### src/verilog/servo_stop_pkg.sv
// Constants shared by the servo fault-stop controller
package servo_stop_pkg;

	// Register byte offsets
	localparam logic [7:0] OFS_CLASS2_MODE   = 8'h00;
	localparam logic [7:0] OFS_CLASS3_MODE   = 8'h04;
	localparam logic [7:0] OFS_OT_MODE       = 8'h08;
	localparam logic [7:0] OFS_FAST_RAMP     = 8'h0c;
	localparam logic [7:0] OFS_SLOW_RAMP     = 8'h10;
	localparam logic [7:0] OFS_BRAKE_CURRENT = 8'h14;
	localparam logic [7:0] OFS_RATED_SPEED   = 8'h18;
	localparam logic [7:0] OFS_STATE         = 8'h1c;
	localparam logic [7:0] OFS_IRQ_STATUS    = 8'h20;
	localparam logic [7:0] OFS_IRQ_MASK      = 8'h24;
	localparam logic [7:0] OFS_CONTROL       = 8'h28;

	// Reset values
	localparam logic [15:0] RST_STOP_MODE     = 16'h0000;
	localparam logic [15:0] RST_FAST_RAMP     = 16'h01f4;
	localparam logic [15:0] RST_SLOW_RAMP     = 16'h03e8;
	localparam logic [15:0] RST_BRAKE_CURRENT = 16'h0000;
	localparam logic [15:0] RST_RATED_SPEED   = 16'h0bb8;
	localparam logic [4:0]  RST_IRQ_MASK      = 5'h00;

	// Fault code class boundaries
	localparam logic [9:0] CLASS1_LO = 10'd100;
	localparam logic [9:0] CLASS1_HI = 10'd199;
	localparam logic [9:0] CLASS2_LO = 10'd200;
	localparam logic [9:0] CLASS2_HI = 10'd599;
	localparam logic [9:0] CLASS3_LO = 10'd600;
	localparam logic [9:0] CLASS3_HI = 10'd999;

	// Stop source rank; higher is more severe
	localparam logic [2:0] SRC_NONE = 3'h0;
	localparam logic [2:0] SRC_OT   = 3'h1;
	localparam logic [2:0] SRC_C3   = 3'h2;
	localparam logic [2:0] SRC_C2   = 3'h3;
	localparam logic [2:0] SRC_C1   = 3'h4;

	// Stop mode codes
	localparam logic [15:0] MODE_COAST      = 16'h0000;
	localparam logic [15:0] MODE_FAST_OFF   = 16'h0001;
	localparam logic [15:0] MODE_SLOW_OFF   = 16'h0002;
	localparam logic [15:0] MODE_FAST_HOLD  = 16'h0003;
	localparam logic [15:0] MODE_SLOW_HOLD  = 16'h0004;
	localparam logic [15:0] MODE_BRAKE      = 16'h0005;

	// Interrupt status bit positions
	localparam int IRQ_CLASS1 = 0;
	localparam int IRQ_CLASS2 = 1;
	localparam int IRQ_CLASS3 = 2;
	localparam int IRQ_OT     = 3;
	localparam int IRQ_STOPPED = 4;

	// Control register bit
	localparam int CTRL_FAULT_RESET = 0;

	// AXI responses
	localparam logic [1:0] RESP_OKAY   = 2'h0;
	localparam logic [1:0] RESP_SLVERR = 2'h2;

	// Timing
	localparam int CLK_PERIOD_NS = 10;
	localparam int MS_NS         = 1000000;
	localparam int CYC_PER_MS    = MS_NS / CLK_PERIOD_NS;

	typedef enum logic [5:0] {
		ST_RUN   = 6'b000001,
		ST_COAST = 6'b000010,
		ST_RAMP  = 6'b000100,
		ST_BRAKE = 6'b001000,
		ST_HOLD  = 6'b010000,
		ST_OFF   = 6'b100000
	} stop_state_t;

endpackage : servo_stop_pkg

### src/verilog/servo_fault_stop_control.sv
// Servo fault-stop controller with AXI4-Lite register access
//
// Function
// - Fault codes 100 to 199 are sorted into Class I.
// - A Class I fault removes motor power at once and lets the motor coast, ignoring every stop mode.
// - Fault codes 200 to 599 are Class II and stop by the Class II stop mode.
// - Fault codes 600 to 999 are Class III and stop by the Class III stop mode.
// - A travel limit event stops by its own over-travel stop mode, apart from the class modes.
// - Stop modes 0 to 5 mean coast, fast ramp off, slow ramp off, fast ramp hold, slow ramp hold, current brake.
// - Coasting stops driving the motor entirely.
// - During a ramp the motor stays energized and its speed is driven down.
// - Ramp-then-disable modes switch off drive and motor power at zero speed.
// - Hold modes keep the drive enabled at zero speed until the operator drops the enable input.
// - The fast ramp time is a 0 to 65535 ms setting, default 500.
// - The slow ramp time is its own ms setting, default 1000.
// - A ramp time is the time to decelerate from rated speed to zero.
// - The real ramp lasts the set time times fault speed over rated speed.
// - Mode 5 brakes with the current held in the braking current setting.
//
// Register access over AXI4-Lite and the placing of the registers were chosen for this implementation.
`timescale 1ns/10ps
module servo_fault_stop_control #(
	parameter int CYC_PER_MS = servo_stop_pkg::CYC_PER_MS
) (
	// Clock and reset
	input  wire logic        aclk,
	input  wire logic        aresetn,
	// AXI4-Lite write address
	input  wire logic        s_axi_awvalid,
	output logic             s_axi_awready,
	input  wire logic [7:0]  s_axi_awaddr,
	// AXI4-Lite write data
	input  wire logic        s_axi_wvalid,
	output logic             s_axi_wready,
	input  wire logic [31:0] s_axi_wdata,
	input  wire logic [3:0]  s_axi_wstrb,
	// AXI4-Lite write response
	output logic             s_axi_bvalid,
	input  wire logic        s_axi_bready,
	output logic [1:0]       s_axi_bresp,
	// AXI4-Lite read address
	input  wire logic        s_axi_arvalid,
	output logic             s_axi_arready,
	input  wire logic [7:0]  s_axi_araddr,
	// AXI4-Lite read data
	output logic             s_axi_rvalid,
	input  wire logic        s_axi_rready,
	output logic [31:0]      s_axi_rdata,
	output logic [1:0]       s_axi_rresp,
	// Fault and limit events from drive logic
	input  wire logic        fault_valid,
	input  wire logic [9:0]  fault_code,
	input  wire logic        limit_hit,
	input  wire logic [15:0] motor_speed,
	// Operator enable pin
	input  wire logic        enable_in,
	// Power stage
	output logic             motor_power,
	output logic             drive_enable,
	output logic             speed_override,
	output logic [15:0]      speed_ref,
	output logic             brake_on,
	output logic [15:0]      brake_current,
	// Interrupt
	output logic             irq
);

	typedef struct packed {
		// Stop sequencing and settings
		servo_stop_pkg::stop_state_t st;
		logic [2:0]  src;
		logic [15:0] mode2;
		logic [15:0] mode3;
		logic [15:0] mode_ot;
		logic [15:0] fast_ms;
		logic [15:0] slow_ms;
		logic [15:0] brk_cur;
		logic [15:0] rated;
		logic [4:0]  istat;
		logic [4:0]  imask;

		// Enable synchroniser and ramp bookkeeping
		logic        en_s1;
		logic        en_s2;
		logic [15:0] spd;
		logic [33:0] acc;

		// Registered power stage outputs
		logic        power;
		logic        drive;
		logic        ovr;
		logic        brake;
		logic [15:0] brake_i;
		logic        irq;

		// Register bus handshake
		logic        awrdy;
		logic        wrdy;
		logic        arrdy;
		logic        aw_got;
		logic        w_got;
		logic [7:0]  awaddr;
		logic [31:0] wdata;
		logic [3:0]  wstrb;
		logic        bvalid;
		logic [1:0]  bresp;
		logic        rvalid;
		logic [31:0] rdata;
		logic [1:0]  rresp;
	} ctrl_t;

	ctrl_t q_reg;
	ctrl_t q_next;

	// Class rank of a fault code; codes outside all classes are ignored
	function automatic logic [2:0] classify(input logic [9:0] code);
		if (code >= servo_stop_pkg::CLASS1_LO && code <= servo_stop_pkg::CLASS1_HI)
			classify = servo_stop_pkg::SRC_C1;
		else if (code >= servo_stop_pkg::CLASS2_LO && code <= servo_stop_pkg::CLASS2_HI)
			classify = servo_stop_pkg::SRC_C2;
		else if (code >= servo_stop_pkg::CLASS3_LO && code <= servo_stop_pkg::CLASS3_HI)
			classify = servo_stop_pkg::SRC_C3;
		else
			classify = servo_stop_pkg::SRC_NONE;
	endfunction : classify

	// Live stop mode of a source, read straight from its register
	function automatic logic [15:0] mode_of(input logic [2:0] src, input ctrl_t s);
		unique case (src)
			servo_stop_pkg::SRC_C2: mode_of = s.mode2;
			servo_stop_pkg::SRC_C3: mode_of = s.mode3;
			servo_stop_pkg::SRC_OT: mode_of = s.mode_ot;
			default:                mode_of = servo_stop_pkg::MODE_COAST;
		endcase
	endfunction : mode_of

	// State that a stop mode leads to; unknown codes coast as the safe choice
	function automatic servo_stop_pkg::stop_state_t stop_state(input logic [15:0] m);
		if (m == servo_stop_pkg::MODE_BRAKE)
			stop_state = servo_stop_pkg::ST_BRAKE;
		else if (m >= servo_stop_pkg::MODE_FAST_OFF && m <= servo_stop_pkg::MODE_SLOW_HOLD)
			stop_state = servo_stop_pkg::ST_RAMP;
		else
			stop_state = servo_stop_pkg::ST_COAST;
	endfunction : stop_state

	// Byte lanes 0 and 1 carry a 16-bit setting
	function automatic logic [15:0] wmerge(input logic [15:0] old, input logic [31:0] d, input logic [3:0] be);
		wmerge = {be[1] ? d[15:8] : old[15:8], be[0] ? d[7:0] : old[7:0]};
	endfunction : wmerge

	// Unused upper bits read as zero
	function automatic logic [31:0] rd_word(input logic [7:0] a, input ctrl_t s);
		unique case (a)
			servo_stop_pkg::OFS_CLASS2_MODE:   rd_word = {16'h0000, s.mode2};
			servo_stop_pkg::OFS_CLASS3_MODE:   rd_word = {16'h0000, s.mode3};
			servo_stop_pkg::OFS_OT_MODE:       rd_word = {16'h0000, s.mode_ot};
			servo_stop_pkg::OFS_FAST_RAMP:     rd_word = {16'h0000, s.fast_ms};
			servo_stop_pkg::OFS_SLOW_RAMP:     rd_word = {16'h0000, s.slow_ms};
			servo_stop_pkg::OFS_BRAKE_CURRENT: rd_word = {16'h0000, s.brk_cur};
			servo_stop_pkg::OFS_RATED_SPEED:   rd_word = {16'h0000, s.rated};
			servo_stop_pkg::OFS_STATE:         rd_word = {s.spd, 5'h00, s.src, 2'h0, s.st};
			servo_stop_pkg::OFS_IRQ_STATUS:    rd_word = {27'h0000000, s.istat};
			servo_stop_pkg::OFS_IRQ_MASK:      rd_word = {27'h0000000, s.imask};
			default:                           rd_word = 32'h00000000;
		endcase
	endfunction : rd_word

	// Aligned and inside the map; anything else answers with an error
	function automatic logic mapped(input logic [7:0] a);
		mapped = (a[1:0] == 2'h0) && (a <= servo_stop_pkg::OFS_CONTROL);
	endfunction : mapped

	always_comb begin
		logic [2:0]  new_src;
		logic [4:0]  ev;
		logic        rd_clr;
		logic        fault_rst;
		logic [15:0] mode;
		logic [15:0] ramp_ms;
		logic [33:0] span;
		logic [33:0] acc_sum;
		q_next    = q_reg;
		ev        = 5'h00;
		rd_clr    = 1'b0;
		fault_rst = 1'b0;
		mode      = servo_stop_pkg::MODE_COAST;
		ramp_ms   = 16'h0000;
		span      = 34'h000000000;
		acc_sum   = 34'h000000000;
		new_src   = servo_stop_pkg::SRC_NONE;

		// Enable pin synchroniser
		q_next.en_s1 = enable_in;
		q_next.en_s2 = q_reg.en_s1;

		// Write channel: address and data may arrive in either order
		if (s_axi_awvalid && q_reg.awrdy) begin
			q_next.aw_got = 1'b1;
			q_next.awaddr = s_axi_awaddr;
		end
		if (s_axi_wvalid && q_reg.wrdy) begin
			q_next.w_got = 1'b1;
			q_next.wdata = s_axi_wdata;
			q_next.wstrb = s_axi_wstrb;
		end
		if (q_reg.bvalid && s_axi_bready)
			q_next.bvalid = 1'b0;
		if (q_reg.aw_got && q_reg.w_got && !q_reg.bvalid) begin
			q_next.aw_got = 1'b0;
			q_next.w_got  = 1'b0;
			q_next.bvalid = 1'b1;
			q_next.bresp  = mapped(q_reg.awaddr) ? servo_stop_pkg::RESP_OKAY : servo_stop_pkg::RESP_SLVERR;
			unique case (q_reg.awaddr)
				servo_stop_pkg::OFS_CLASS2_MODE:
					q_next.mode2 = wmerge(q_reg.mode2, q_reg.wdata, q_reg.wstrb);
				servo_stop_pkg::OFS_CLASS3_MODE:
					q_next.mode3 = wmerge(q_reg.mode3, q_reg.wdata, q_reg.wstrb);
				servo_stop_pkg::OFS_OT_MODE:
					q_next.mode_ot = wmerge(q_reg.mode_ot, q_reg.wdata, q_reg.wstrb);
				servo_stop_pkg::OFS_FAST_RAMP:
					q_next.fast_ms = wmerge(q_reg.fast_ms, q_reg.wdata, q_reg.wstrb);
				servo_stop_pkg::OFS_SLOW_RAMP:
					q_next.slow_ms = wmerge(q_reg.slow_ms, q_reg.wdata, q_reg.wstrb);
				servo_stop_pkg::OFS_BRAKE_CURRENT:
					q_next.brk_cur = wmerge(q_reg.brk_cur, q_reg.wdata, q_reg.wstrb);
				servo_stop_pkg::OFS_RATED_SPEED:
					q_next.rated = wmerge(q_reg.rated, q_reg.wdata, q_reg.wstrb);
				servo_stop_pkg::OFS_IRQ_MASK:
					if (q_reg.wstrb[0])
						q_next.imask = q_reg.wdata[4:0];
				servo_stop_pkg::OFS_CONTROL:
					fault_rst = q_reg.wstrb[0] && q_reg.wdata[servo_stop_pkg::CTRL_FAULT_RESET];
				default: ;
			endcase
		end

		// Read channel; status clears on the read that returns it
		if (q_reg.rvalid && s_axi_rready)
			q_next.rvalid = 1'b0;
		if (s_axi_arvalid && q_reg.arrdy) begin
			q_next.rvalid = 1'b1;
			q_next.rdata  = rd_word(s_axi_araddr, q_reg);
			q_next.rresp  = mapped(s_axi_araddr) ? servo_stop_pkg::RESP_OKAY : servo_stop_pkg::RESP_SLVERR;
			rd_clr        = (s_axi_araddr == servo_stop_pkg::OFS_IRQ_STATUS);
		end

		// Incoming event, graded by severity
		new_src = fault_valid ? classify(fault_code) : servo_stop_pkg::SRC_NONE;
		if (new_src == servo_stop_pkg::SRC_NONE && limit_hit)
			new_src = servo_stop_pkg::SRC_OT;
		unique case (new_src)
			servo_stop_pkg::SRC_C1: ev[servo_stop_pkg::IRQ_CLASS1] = 1'b1;
			servo_stop_pkg::SRC_C2: ev[servo_stop_pkg::IRQ_CLASS2] = 1'b1;
			servo_stop_pkg::SRC_C3: ev[servo_stop_pkg::IRQ_CLASS3] = 1'b1;
			servo_stop_pkg::SRC_OT: ev[servo_stop_pkg::IRQ_OT]     = 1'b1;
			default: ;
		endcase

		// A lesser event never replaces a more severe stop in progress
		if (new_src > q_reg.src) begin
			q_next.src = new_src;
			q_next.acc = 34'h000000000;
			if (q_reg.st == servo_stop_pkg::ST_RUN || q_reg.st == servo_stop_pkg::ST_HOLD)
				q_next.spd = motor_speed;
			q_next.st = stop_state(mode_of(new_src, q_reg));
		end else begin
			mode = mode_of(q_reg.src, q_reg);
			unique case (q_reg.st)
				servo_stop_pkg::ST_RUN: begin
					q_next.spd = motor_speed;
				end
				servo_stop_pkg::ST_RAMP, servo_stop_pkg::ST_BRAKE: begin
					// Mode edits during a stop switch the stop style at once
					q_next.st = stop_state(mode);
					if (q_reg.st == servo_stop_pkg::ST_RAMP && q_next.st == servo_stop_pkg::ST_RAMP) begin
						if (mode == servo_stop_pkg::MODE_FAST_OFF || mode == servo_stop_pkg::MODE_FAST_HOLD)
							ramp_ms = q_reg.fast_ms;
						else
							ramp_ms = q_reg.slow_ms;
						// One count of speed per span/rated cycles: rated to zero takes ramp_ms
						span    = 34'(ramp_ms) * 34'(CYC_PER_MS);
						acc_sum = q_reg.acc + 34'(q_reg.rated);
						if (q_reg.spd == 16'h0000) begin
							q_next.acc = 34'h000000000;
							ev[servo_stop_pkg::IRQ_STOPPED] = 1'b1;
							if (mode == servo_stop_pkg::MODE_FAST_HOLD || mode == servo_stop_pkg::MODE_SLOW_HOLD)
								q_next.st = servo_stop_pkg::ST_HOLD;
							else
								q_next.st = servo_stop_pkg::ST_OFF;
						end else if (span == 34'h000000000) begin
							q_next.spd = 16'h0000;
						end else if (acc_sum >= span) begin
							q_next.acc = acc_sum - span;
							q_next.spd = q_reg.spd - 16'h0001;
						end else begin
							q_next.acc = acc_sum;
						end
					end else if (q_next.st == servo_stop_pkg::ST_BRAKE && motor_speed == 16'h0000) begin
						q_next.st = servo_stop_pkg::ST_OFF;
						ev[servo_stop_pkg::IRQ_STOPPED] = 1'b1;
					end
				end
				servo_stop_pkg::ST_HOLD: begin
					if (!q_reg.en_s2)
						q_next.st = servo_stop_pkg::ST_OFF;
				end
				servo_stop_pkg::ST_COAST, servo_stop_pkg::ST_OFF: ;
			endcase
			// A fault reset cannot cut short a ramp or brake still under way
			if (fault_rst && q_reg.st != servo_stop_pkg::ST_RAMP && q_reg.st != servo_stop_pkg::ST_BRAKE) begin
				q_next.st  = servo_stop_pkg::ST_RUN;
				q_next.src = servo_stop_pkg::SRC_NONE;
			end
		end

		// Power stage outputs from the coming state
		q_next.power   = q_next.st != servo_stop_pkg::ST_COAST && q_next.st != servo_stop_pkg::ST_OFF;
		q_next.drive   = q_next.st == servo_stop_pkg::ST_RUN ? q_reg.en_s2 : q_next.power;
		q_next.ovr     = q_next.st == servo_stop_pkg::ST_RAMP || q_next.st == servo_stop_pkg::ST_HOLD;
		q_next.brake   = q_next.st == servo_stop_pkg::ST_BRAKE;
		q_next.brake_i = q_next.st == servo_stop_pkg::ST_BRAKE ? q_reg.brk_cur : 16'h0000;
		// Hold parks the motor at zero speed under power
		if (q_next.st == servo_stop_pkg::ST_HOLD)
			q_next.spd = 16'h0000;

		// Sticky status: a new event wins over the clearing read
		q_next.istat = (rd_clr ? 5'h00 : q_reg.istat) | ev;
		q_next.irq   = |(q_next.istat & q_next.imask);

		// One write and one read at a time; ready returns after the answer
		q_next.awrdy = !q_next.aw_got && !q_next.bvalid;
		q_next.wrdy  = !q_next.w_got && !q_next.bvalid;
		q_next.arrdy = !q_next.rvalid;
	end

	always_ff @(posedge aclk) begin
		if (!aresetn) begin
			// Clear everything, then load the setting defaults
			q_reg         <= '0;
			q_reg.st      <= servo_stop_pkg::ST_RUN;
			q_reg.src     <= servo_stop_pkg::SRC_NONE;
			q_reg.mode2   <= servo_stop_pkg::RST_STOP_MODE;
			q_reg.mode3   <= servo_stop_pkg::RST_STOP_MODE;
			q_reg.mode_ot <= servo_stop_pkg::RST_STOP_MODE;
			q_reg.fast_ms <= servo_stop_pkg::RST_FAST_RAMP;
			q_reg.slow_ms <= servo_stop_pkg::RST_SLOW_RAMP;
			q_reg.brk_cur <= servo_stop_pkg::RST_BRAKE_CURRENT;
			q_reg.rated   <= servo_stop_pkg::RST_RATED_SPEED;
			q_reg.imask   <= servo_stop_pkg::RST_IRQ_MASK;
		end else begin
			q_reg <= q_next;
		end
	end

	assign s_axi_awready  = q_reg.awrdy;
	assign s_axi_wready   = q_reg.wrdy;
	assign s_axi_bvalid   = q_reg.bvalid;
	assign s_axi_bresp    = q_reg.bresp;
	assign s_axi_arready  = q_reg.arrdy;
	assign s_axi_rvalid   = q_reg.rvalid;
	assign s_axi_rdata    = q_reg.rdata;
	assign s_axi_rresp    = q_reg.rresp;
	assign motor_power    = q_reg.power;
	assign drive_enable   = q_reg.drive;
	assign speed_override = q_reg.ovr;
	assign speed_ref      = q_reg.spd;
	assign brake_on       = q_reg.brake;
	assign brake_current  = q_reg.brake_i;
	assign irq            = q_reg.irq;

endmodule : servo_fault_stop_control

### config.mk
export PLATFORM = sky130hd
export DESIGN_NAME = servo_fault_stop_control
export DESIGN_NICKNAME = d
export VERILOG_FILES = /design/src/verilog/servo_stop_pkg.sv /design/src/verilog/servo_fault_stop_control.sv
export SDC_FILE = /design/constraint.sdc
export NUM_CORES = 1
export LEC_CHECK = 0
export BUFFER_PORTS_ARGS = -buffer_cell sky130_fd_sc_hd__buf_2
export CAP_MARGIN = 10
export CELL_PAD_IN_SITES_DETAIL_PLACEMENT = 1
export CELL_PAD_IN_SITES_GLOBAL_PLACEMENT = 1
export CORE_MARGIN = 2
export CORE_UTILIZATION = 45
export DETAILED_ROUTE_END_ITERATION = 8
export GPL_TIMING_DRIVEN = 0
export HOLD_SLACK_MARGIN = 0.03
export PLACE_DENSITY = 0.9
export SLEW_MARGIN = 5
export SYNTH_ARGS = -nofsm -noshare
export SYNTH_HDL_FRONTEND = slang
export SYNTH_SLANG_ARGS = --single-unit
### constraint.sdc
create_clock -name aclk -period 13.1 [get_ports aclk]
set_input_delay 0.655 -clock aclk [delete_from_list [all_inputs] [get_ports aclk]]
set_output_delay 0.655 -clock aclk [all_outputs]
set_load 0.02 [all_outputs]
==> qor.csv, run 1 <==
stage,metric,value,unit
outcome,status,"finished, final reports clean",
route,post-route-drc-count,0,
clock_tree,numClockSinks,271,
timing,fmax,84.1,MHz
timing,maxSlewViolCount,0,
setup_path,slowest_delay,710,ps
synth,syn_area_per_cell,8.55,um2
synth,yosysTopAreaCell,dfxtp_1,
timing,hold_viol,0,
timing,fin_tns_setup,0,ps
finish,largest_reg_flops,194,
timing,worst_clock_skew,27.1,ps
setup_path,worstRegToRegCells,33,
hold_path,hold_start,enable_in,
clock_tree,cts_hold_buf,0,
power_and_ir_drop,power.leakage,0.00959,uW
hold_path,hp-class,in2reg,
synth,async_flop_share,0,%
route,wl,69600,um
synth,ys.flop_type,dfxtp_1,
route,drt_iter0_markers,1152,
global_routing,track_usage,31.5,%
global_routing,grt_overflow,0,
setup_path,end_kind,flip-flop,
finish,drive_gt1_share,12.8,%
placed_design,dpl_cell_area,20300,um2
setup_path,worstSetupStartpointType,flip-flop,
synth,synthesis.instances,2208,
clock_tree,cts_buffer_depth,3,
clock_tree,cts_max_level,1,
timing,finalSetupViolCount,0,
timing,period_minus_slack,11890,ps
placed_design,dp_hpwl,54000,um
power_and_ir_drop,p_comb_share,43.2,%
power_and_ir_drop,power_frac_clock,28.9,%
setup_path,critical-path-top-delay-family,adder cells,
synth,synth.distinct_cells,80,
global_routing,grt_pass1_vias,19270,
clock_tree,cts_tree,done,
synth,synth_sequential_area_ratio,28.7,%
power_and_ir_drop,powerDensity,146,nW/um2
placed_design,io_buffers,143,
finish,fin_nets,2661,
clock_tree,cts_buffers,30,
timing,worst_pin_slew,1240,ps
synth,syn_area,18900,um2
clock_tree,worst_skew_pair.late_latency,600,ps
finish,finalInstanceArea,21300,um2
finish,final_core_util,51.2,%
timing,rsz0062_at_grt,no,
die,start_util,45.3,%
setup_path,r2r_end,q_reg[117],
setup_path,crit_required,13530,ps
route,vias,18033,
die,ios,166,
finish,area.growth.synth_to_final,12.9,%
die,num_rows,75,
synth,ys_ff_latch,271,
power_and_ir_drop,seq_power_share,27.9,%
die,die_w,209,um
synth,synth_top_area_share,28.7,%
route,avgViaCountPerCell,6.12,
global_routing,grt_pass1_wl,109000,um
route,drt_pass1_iterations,6,
setup_path,crit_top_cell,ha_1,
die,die-area,43600,um2
setup_path,path_max_fanout,10,
die,die_h,209,um
placed_design,gp_congestion,0.975,
setup_path,path_buf_inv,7,
clock_tree,ctsResizeCount,0,
route,routedWlPerCell,23.6,um
clock_tree,clkTransAtPathRegs,60,ps
hold_path,hold_depth,2,
synth,yosysWarnings,0,
setup_path,ff2ff_setup_slack,1210,ps
setup_path,worstSetupPathType,reg2reg,
setup_path,crit_arrival,12320,ps
timing,max_slew_margin,16.0,%
setup_path,crit_slowest_cell,a311oi_1,
power_and_ir_drop,ir_drop,0.0000963,V
power_and_ir_drop,p_sw,1270,uW
clock_tree,cts-root-buf,clkbuf_16,
global_routing,grt_antenna_before_repair,0,
hold_path,min_to,q_next[158],
finish,antennaDiodeCount,0,
job,maxCapViolations,0,
setup_path,r2r_start,q_reg[282],
synth,synth.area.top_cells,"dfxtp_1 (29%), ha_1 (9.5%), mux2i_1 (6.0%), fa_1 (4.9%), nand2_1 (4.3%)",
power_and_ir_drop,p_int,1840,uW
synth,synth_edf_count,0,
clock_tree,post_cts_buffers,0,
die,core,41700,um2
global_routing,grt_start_max_net_pins,16,
timing,min_period_over_period,90.8,%
power_and_ir_drop,swShare,40.8,%
route,drt.antenna.violating_nets,0,
==> cell type report <==
| type | count | area (um2) |
|---|---|---|
| sequential | 271 | 5430 |
| multi-input combinational | 1627 | 12000 |
| clock inverter | 15 | 183 |
| tap | 539 | 674 |
| timing repair buffer | 143 | 716 |
| inverter | 149 | 559 |
| buffer | 162 | 877 |
| fill | 4990 | 20300 |
| clock buffer | 41 | 852 |
==> cell usage after synthesis, types with 43 or more instances <==
library cell	n
o21ai_0	77
inv_1	149
nand3_1	60
fa_1	46
nand2_1	214
a22oi_1	55
a21boi_0	55
nor2_1	79
ha_1	143
buf_4	68
nor2b_1	125
mux2i_1	114
clkbuf_1	78
a21o_1	43
a21oi_1	112
dfxtp_1	271
==> metal layers <==
layer / up-vias / wire [um] / global-route usage [%]
met5: - / 0 / 0
li1: 8193 / - / -
met3: 216 / 3950 / 4.58
met4: 0 / 4050 / 17.5
met2: 634 / 33600 / 54.7
met1: 8990 / 27900 / 37.3
==> placed cells by master (no fill, tap or decap), types with 10 or more instances in the layout <==
| cell | count |
|---|---|
| a221oi_1 | 17 |
| nand2_1 | 214 |
| nor2b_1 | 125 |
| and2_1 | 29 |
| nor4_1 | 21 |
| o32ai_1 | 12 |
| clkbuf_1 | 83 |
| ha_1 | 143 |
| xnor2_1 | 41 |
| nand4_1 | 33 |
| inv_1 | 149 |
| a22oi_1 | 55 |
| o31ai_1 | 11 |
| a22o_1 | 14 |
| buf_1 | 10 |
| fa_1 | 46 |
| o21a_1 | 17 |
| a21oi_1 | 112 |
| nor2_1 | 79 |
| dfxtp_1 | 271 |
| nand3_1 | 60 |
| nor3_1 | 33 |
| and3_1 | 14 |
| mux2i_1 | 114 |
| a21boi_0 | 55 |
| buf_2 | 148 |
| mux2_2 | 20 |
| a31oi_1 | 25 |
| buf_4 | 68 |
| nand2b_1 | 20 |
| a211oi_1 | 14 |
| or3_1 | 11 |
| nor4b_1 | 13 |
| a21o_1 | 43 |
| o21ai_0 | 77 |
| xor2_1 | 36 |
| clkbuf_16 | 30 |
==> worst register-to-register path: cells and delay by family (launching register included) <==
family | cells | cell delay (ps)
simple gates | 8 | 2270
fa+ha+maj | 7 | 2970
mux | 2 | 750
compound gates | 9 | 2490
buf+inv | 7 | 2820
flops | 1 | 440
==> cell families (layout without fill, tap and decap cells) <==
kind of cell / count (synthesis) / in the layout / synth area share [%]
xor gates and xnor gates: 77 / 77 / 3.57
and+or+nand+nor: 686 / 686 / 18.7
buffers and inverters: 311 / 510 / 7.60
adders and majority gates: 189 / 189 / 14.3
other: 1 / 2 / 0.0199
DFF: 271 / 271 / 28.7
muxes: 134 / 134 / 7.23
AOI/OAI and AO/OA: 539 / 539 / 19.8
==> worst max path at each step <==
stage                     cells after the start    endpoint  slack [ps]       start
after global placement                       33  q_reg[117]        1750  q_reg[282]
after global routing                         34  q_reg[117]         670  q_reg[283]
after floorplan                              34  q_reg[124]        4200  q_reg[282]
final                                        33  q_reg[117]        1210  q_reg[282]
after detailed placement                     34  q_reg[117]        1380  q_reg[283]
after CTS                                    34  q_reg[117]        1360  q_reg[283]
==> power groups by stage <==
| stage | registers (uW) | logic [uW] | clock network, uW |
|---|---|---|---|
| 6_report | 867 | 1340 | 898 |
| 4_1_cts | 866 | 1330 | 902 |
| 5_1_grt | 868 | 1470 | 940 |
| 3_5_place_dp | 884 | 1310 | 0 |
| 3_3_place_gp | 883 | 1260 | 0 |
| 2_1_floorplan | 879 | 947 | 0 |
==> stage by stage <==
stage	power, uW	std cells	worst slack (ps)	hold WS [ps]
2_1_floorplan	1830	2209	4200	412
3_3_place_gp	2150	2891	1750	425
3_5_place_dp	2200	2891	1380	429
4_1_cts	3090	2947	1360	264
5_1_grt	3280	2947	671	275
6_report	3110	2947	1210	286
No activity file was read; power rests on OpenSTA's default activity.
==> inputs of run 2 (changes only) <==
--- a/config.mk
+++ b/config.mk
@@ -11,10 +11,11 @@
 export CELL_PAD_IN_SITES_GLOBAL_PLACEMENT = 1
 export CORE_MARGIN = 2
 export CORE_UTILIZATION = 45
+export CTS_BUF_LIST = sky130_fd_sc_hd__clkbuf_4 sky130_fd_sc_hd__clkbuf_8 sky130_fd_sc_hd__clkbuf_16
 export DETAILED_ROUTE_END_ITERATION = 8
 export GPL_TIMING_DRIVEN = 0
 export HOLD_SLACK_MARGIN = 0.03
-export PLACE_DENSITY = 0.9
+export PLACE_DENSITY_LB_ADDON = 0.1
 export SLEW_MARGIN = 5
 export SYNTH_ARGS = -nofsm -noshare
 export SYNTH_HDL_FRONTEND = slang
==> run 2 against run 1 <==
First-iteration DRC count is 4.9% higher. Count of clock-buffer cells in the layout rose by 10. Hold slack improved by 85 ps. Largest cell class unchanged.
==> qor.csv, run 2 (synthesized netlist as in run 1, its figures left out) <==
stage,metric,value,unit,change
timing,finalSetupViolCount,0,,unchanged
route,routedWlPerCell,22.7,um,-3.6%
global_routing,grt_start_max_net_pins,13,,-3
hold_path,hp-class,in2reg,,
finish,area.growth.synth_to_final,13.6,%,
die,die_w,209,um,unchanged
timing,min_period_over_period,89.0,%,-1.8 points
setup_path,crit_top_cell,ha_1,,
setup_path,worstRegToRegCells,34,,+3.0%
timing,holdWs,371,ps,+84.6 ps
finish,multiInputGateArea,12000,um2,unchanged
route,avgViaCountPerCell,5.98,,-2.3%
hold_path,hold_start,s_axi_wdata[2],,
timing,rsz0062_at_grt,no,,
finish,fin_nets,2666,,+0.19%
die,die_h,209,um,unchanged
placed_design,io_buffers,143,,unchanged
placed_design,dp_hpwl,53500,um,-0.91%
die,die-area,43600,um2,unchanged
global_routing,grt_antenna_before_repair,0,,unchanged
setup_path,crit_required,13490,ps,-40 ps
timing,fin_tns_setup,0,ps,unchanged
setup_path,ff2ff_setup_slack,1440,ps,+230 ps
die,core,41700,um2,unchanged
finish,regArea,5430,um2,unchanged
global_routing,grt_pass1_vias,18120,,-6.0%
setup_path,r2r_end,q_reg[124],,
route,vias,17660,,-2.1%
timing,worst_clock_skew,25.8,ps,-1.29 ps
hold_path,min_to,q_reg[44],,
setup_path,r2r_start,q_reg[282],,
clock_tree,cts_buffers,34,,+13%
setup_path,end_kind,flip-flop,,
finish,final_common_cell,dfxtp_1,,
setup_path,path_max_fanout,10,,unchanged
power_and_ir_drop,power.leakage,0.00966,uW,+0.73%
clock_tree,cts_max_level,2,,+1
setup_path,worstSetupPathType,reg2reg,,
timing,period_minus_slack,11660,ps,-229 ps
power_and_ir_drop,total_power,3160,uW,+1.5%
timing,maxSlewViolCount,0,,unchanged
setup_path,worstSetupStartpointType,flip-flop,,
global_routing,grt_pass1_wl,105000,um,-3.8%
finish,largest_reg_flops,194,,unchanged
clock_tree,cts_tree,done,,
timing,worst_pin_slew,1100,ps,-140 ps
route,drt_pass1_iterations,5,,-1
clock_tree,numClockSinks,271,,unchanged
clock_tree,clkTransAtPathRegs,60,ps,about the same
die,start_util,45.3,%,unchanged
setup_path,slowest_delay,820,ps,+110 ps
job,maxCapViolations,0,,unchanged
die,num_rows,75,,unchanged
die,ios,166,,unchanged
outcome,status,"finished, final reports clean",,
route,drt.antenna.violating_nets,0,,unchanged
global_routing,track_usage,30.6,%,-0.91 points
hold_path,hold_depth,3,,+1
clock_tree,worst_skew_pair.late_latency,540,ps,-60 ps
global_routing,grt_overflow,0,,unchanged
route,post-route-drc-count,0,,unchanged
power_and_ir_drop,powerDensity,147,nW/um2,+0.87%
clock_tree,cts_buffer_depth,3,,unchanged
finish,final_core_util,51.5,%,+0.33 points
clock_tree,ctsResizeCount,0,,unchanged
placed_design,gp_congestion,0.942,,-3.4%
setup_path,crit_arrival,12050,ps,-270 ps
route,drt_iter0_markers,1208,,+4.9%
finish,drive_gt1_share,13.2,%,+0.39 points
clock_tree,cts_hold_buf,0,,unchanged
finish,fillCellCount,5008,,+0.36%
timing,max_slew_margin,25.5,%,+9.5 points
timing,hold_viol,0,,unchanged
setup_path,crit_slowest_cell,a311oi_1,,
clock_tree,post_cts_buffers,0,,unchanged
clock_tree,cts-root-buf,clkbuf_16,,
finish,mostFrequentLayoutCells,"dfxtp_1 (271), nand2_1 (214), inv_1 (149)",,
route,wl,67200,um,-3.4%
timing,fmax,85.8,MHz,+2.0%
power_and_ir_drop,ir_drop,0.000213,V,+120%
## run 2: routing by layer
layer | global-route usage, % | vias to the layer above | share of wire (%)
met5 | 0 | - | 0
met4 | 10.4 | 0 | 3.4
met3 | 3.13 | 123 | 4.7
met2 | 52.7 | 510 | 48
met1 | 39.9 | 8822 | 44
li1 | - | 8205 | -
## run 2: cell type report
class,count,area share [%]
Multi-Input combinational cell,1627,56.1
Sequential cell,271,25.3
Clock buffer,51,4.85
Buffer,162,4.09
Timing Repair Buffer,144,3.38
Tap cell,539,3.14
Inverter,149,2.61
Clock inverter,9,0.554
Antenna cell,1,0.0117
## run 2: report_power, final
| group | total (uW) | switching [uW] | internal, uW |
|---|---|---|---|
| sequential | 867 | 22.9 | 844 |
| combinational | 1310 | 830 | 479 |
| clock | 980 | 389 | 591 |
## run 2: how the worst max path moves through the flow
stage,depth (start not counted),slack (ps),endpoint,from
after floorplan,34,4200,q_reg[124],q_reg[282]
after global placement,33,1590,q_reg[123],q_reg[282]
after detailed placement,33,1500,q_reg[138],q_reg[282]
after CTS,33,1470,q_reg[138],q_reg[282]
after global routing,35,600,q_reg[138],q_reg[283]
final,34,1440,q_reg[124],q_reg[282]
## run 2: stage by stage
stage | cell area [um2] | cells | setup slack (ps)
2_1_floorplan | 18900 | 2209 | 4200
3_3_place_gp | 20300 | 2891 | 1590
3_5_place_dp | 20300 | 2892 | 1500
4_1_cts | 21500 | 2952 | 1470
5_1_grt | 21500 | 2952 | 595
6_report | 21500 | 2953 | 1440
## run 2: critical path, delay by kind of cell, from the launching register on
family / cells / cell delay (ps)
AO/OA/AOI/OAI: 10 / 2720
adder cells (fa/ha/maj): 7 / 2970
buffers and inverters: 7 / 2630
flip-flops: 1 / 390
multiplexers: 1 / 460
AND/OR/NAND/NOR: 9 / 2330
==> inputs of run 3 (changes only) <==
--- a/config.mk
+++ b/config.mk
@@ -10,7 +10,7 @@
 export CELL_PAD_IN_SITES_DETAIL_PLACEMENT = 1
 export CELL_PAD_IN_SITES_GLOBAL_PLACEMENT = 1
 export CORE_MARGIN = 2
-export CORE_UTILIZATION = 45
+export CORE_UTILIZATION = 49
 export CTS_BUF_LIST = sky130_fd_sc_hd__clkbuf_4 sky130_fd_sc_hd__clkbuf_8 sky130_fd_sc_hd__clkbuf_16
 export DETAILED_ROUTE_END_ITERATION = 8
 export GPL_TIMING_DRIVEN = 0
==> run 3 against run 2 <==
Power shrank 1.3%. Via count about the same. Largest power group unchanged. Maximum frequency increased by 0.52%. Die area is 8.0% lower. Combinational power barely moved. Hold slack got worse by 100 ps. Register-to-register slack improved by 60 ps. Critical path depth is the same.
==> qor.csv, run 3 (synthesized netlist as in run 1, its figures left out) <==
stage,metric,value,unit,change
outcome,status,"finished, final reports clean",,
route,dr_wl_met3,3560,um,+12%
finish,fillCellCount,4591,,-8.3%
timing,rsz0062_at_grt,no,,
global_routing,grt_overflow,0,,unchanged
clock_tree,numClockSinks,271,,unchanged
setup_path,crit_required,13620,ps,+130 ps
global_routing,grt_start_max_net_pins,17,,+4
setup_path,worstSetupStartpointType,flip-flop,,
finish,final_common_cell,dfxtp_1,,
setup_path,path_buf_inv,7,,unchanged
placed_design,gp_congestion,0.983,,+4.4%
power_and_ir_drop,powerDensity,146,nW/um2,-0.82%
clock_tree,cts_buffers,31,,-8.8%
timing,holdWs,267,ps,-104 ps
route,routedWlPerCell,23.0,um,+0.97%
die,die-area,40100,um2,-8.0%
setup_path,critical-path-top-delay-family,compound AO/OA/AOI/OAI gates,,
timing,worst_clock_skew,19.6,ps,-6.14 ps
finish,mostFrequentLayoutCells,"dfxtp_1 (271), nand2_1 (214), inv_1 (149)",,
finish,drive_gt1_share,13.2,%,-0.067 points
route,vias,17673,,+0.074%
route,wl,67100,um,-0.12%
route,top_layer_used,met4,,
global_routing,grt_pass1_vias,18621,,+2.8%
hold_path,hp-class,in2reg,,
die,die_w,200,um,-4.1%
timing,hold_viol,0,,unchanged
setup_path,crit_slowest_cell,a211oi_1,,
finish,area.growth.synth_to_final,13.1,%,
clock_tree,cts-root-buf,clkbuf_16,,
power_and_ir_drop,total_power,3120,uW,-1.3%
finish,antennaDiodeCount,0,,-1
power_and_ir_drop,ir_drop,0.000159,V,-25%
route,wl_met1,27700,um,-6.4%
die,ios,166,,unchanged
timing,setup_ws,1500,ps,+60.3 ps
die,start_util,49.9,%,+4.6 points
timing,maxSlewViolCount,0,,unchanged
timing,period_minus_slack,11600,ps,-60.3 ps
clock_tree,ctsResizeCount,0,,unchanged
route,drt_pass1_iterations,6,,+1
finish,largest_reg_flops,194,,unchanged
die,die_h,200,um,-4.1%
route,drt.antenna.violating_nets,0,,unchanged
route,drt_iter0_markers,1193,,-1.2%
global_routing,track_usage,33.0,%,+2.4 points
timing,max_slew_margin,12.3,%,-13 points
setup_path,path_max_fanout,10,,unchanged
global_routing,grt_pass1_wl,105000,um,+0.34%
timing,finalSetupViolCount,0,,unchanged
die,num_rows,71,,-5.3%
placed_design,io_buffers,143,,unchanged
placed_design,post-place-ws,1670,ps,+175 ps
clock_tree,worst_skew_pair.late_latency,610,ps,+70 ps
setup_path,crit_top_cell,ha_1,,
timing,worst_pin_slew,1300,ps,+202 ps
placed_design,dpl_cell_area,20300,um2,-0.19%
placed_design,dp_hpwl,52600,um,-1.6%
route,post-route-drc-count,0,,unchanged
clock_tree,cts_max_level,1,,-1
clock_tree,cts_hold_buf,0,,unchanged
clock_tree,cts_tree,done,,
finish,fin_nets,2664,,-0.075%
route,wl_met2,32300,um,+0.46%
clock_tree,clkTransAtPathRegs,60,ps,about the same
setup_path,worstSetupPathType,reg2reg,,
timing,min_period_over_period,88.6,%,-0.46 points
timing,fin_tns_setup,0,ps,unchanged
setup_path,ff2ff_setup_slack,1500,ps,+60 ps
setup_path,crit_arrival,12120,ps,+70 ps
setup_path,slowest_delay,930,ps,+110 ps
clock_tree,cts_buffer_depth,3,,unchanged
timing,fmax,86.2,MHz,+0.52%
global_routing,grt_antenna_before_repair,0,,unchanged
job,maxCapViolations,0,,unchanged
setup_path,end_kind,flip-flop,,
power_and_ir_drop,power.leakage,0.00964,uW,-0.18%
route,avgViaCountPerCell,6.05,,+1.2%
finish,finalInstanceArea,21400,um2,-0.45%
clock_tree,post_cts_buffers,0,,unchanged
die,core,37800,um2,-9.2%
-- run 3: worst register-to-register path: cells and delay by family (launching register included) --
kind,cells,cell delay [ps]
flops,1,400
buf+inv,7,2260
compound gates,11,3160
fa+ha+maj,7,2970
simple gates,8,2250
mux,1,450
-- run 3: area by class of cell --
type                            count  area [um2]  share of cell area (%)
Tap cell                          511         639                    2.99
Multi-Input combinational cell   1627       12000                    56.4
Timing Repair Buffer              145         728                    3.41
Sequential cell                   271        5430                    25.4
Inverter                          149         559                    2.62
Clock inverter                      9         139                   0.650
Clock buffer                       47         952                    4.46
Buffer                            162         877                    4.11
-- run 3: worst paths after layout --
check,from,cells after the start,end
worst min register to register,q_next[158],1,q_reg[158]
worst max-delay path,q_reg[283],34,q_reg[138]
worst min-delay path,enable_in,2,q_next[158]
worst max register to register,q_reg[283],34,q_reg[138]
-- run 3: report_power, final --
group | internal (uW) | total (uW) | switching (uW) | leakage (uW)
combinational | 481 | 1310 | 834 | 0.00690
clock | 560 | 936 | 377 | 0.000551
sequential | 844 | 865 | 20.8 | 0.00219
total | 1880 | 3120 | 1230 | 0.00964
-- run 3: per-stage QoR --
step	instances	util, %
after floorplan	2209	-
after global placement	2863	53.5
after detailed placement	2863	53.5
after CTS	2919	56.4
after global routing	2921	56.4
final	2921	56.4
-- run 3: layer usage --
metal | global-route usage [%] | vias up
met5 | 0 | -
met4 | 16.3 | 0
met3 | 4.98 | 178
met2 | 57.4 | 526
met1 | 39.8 | 8779
li1 | - | 8190
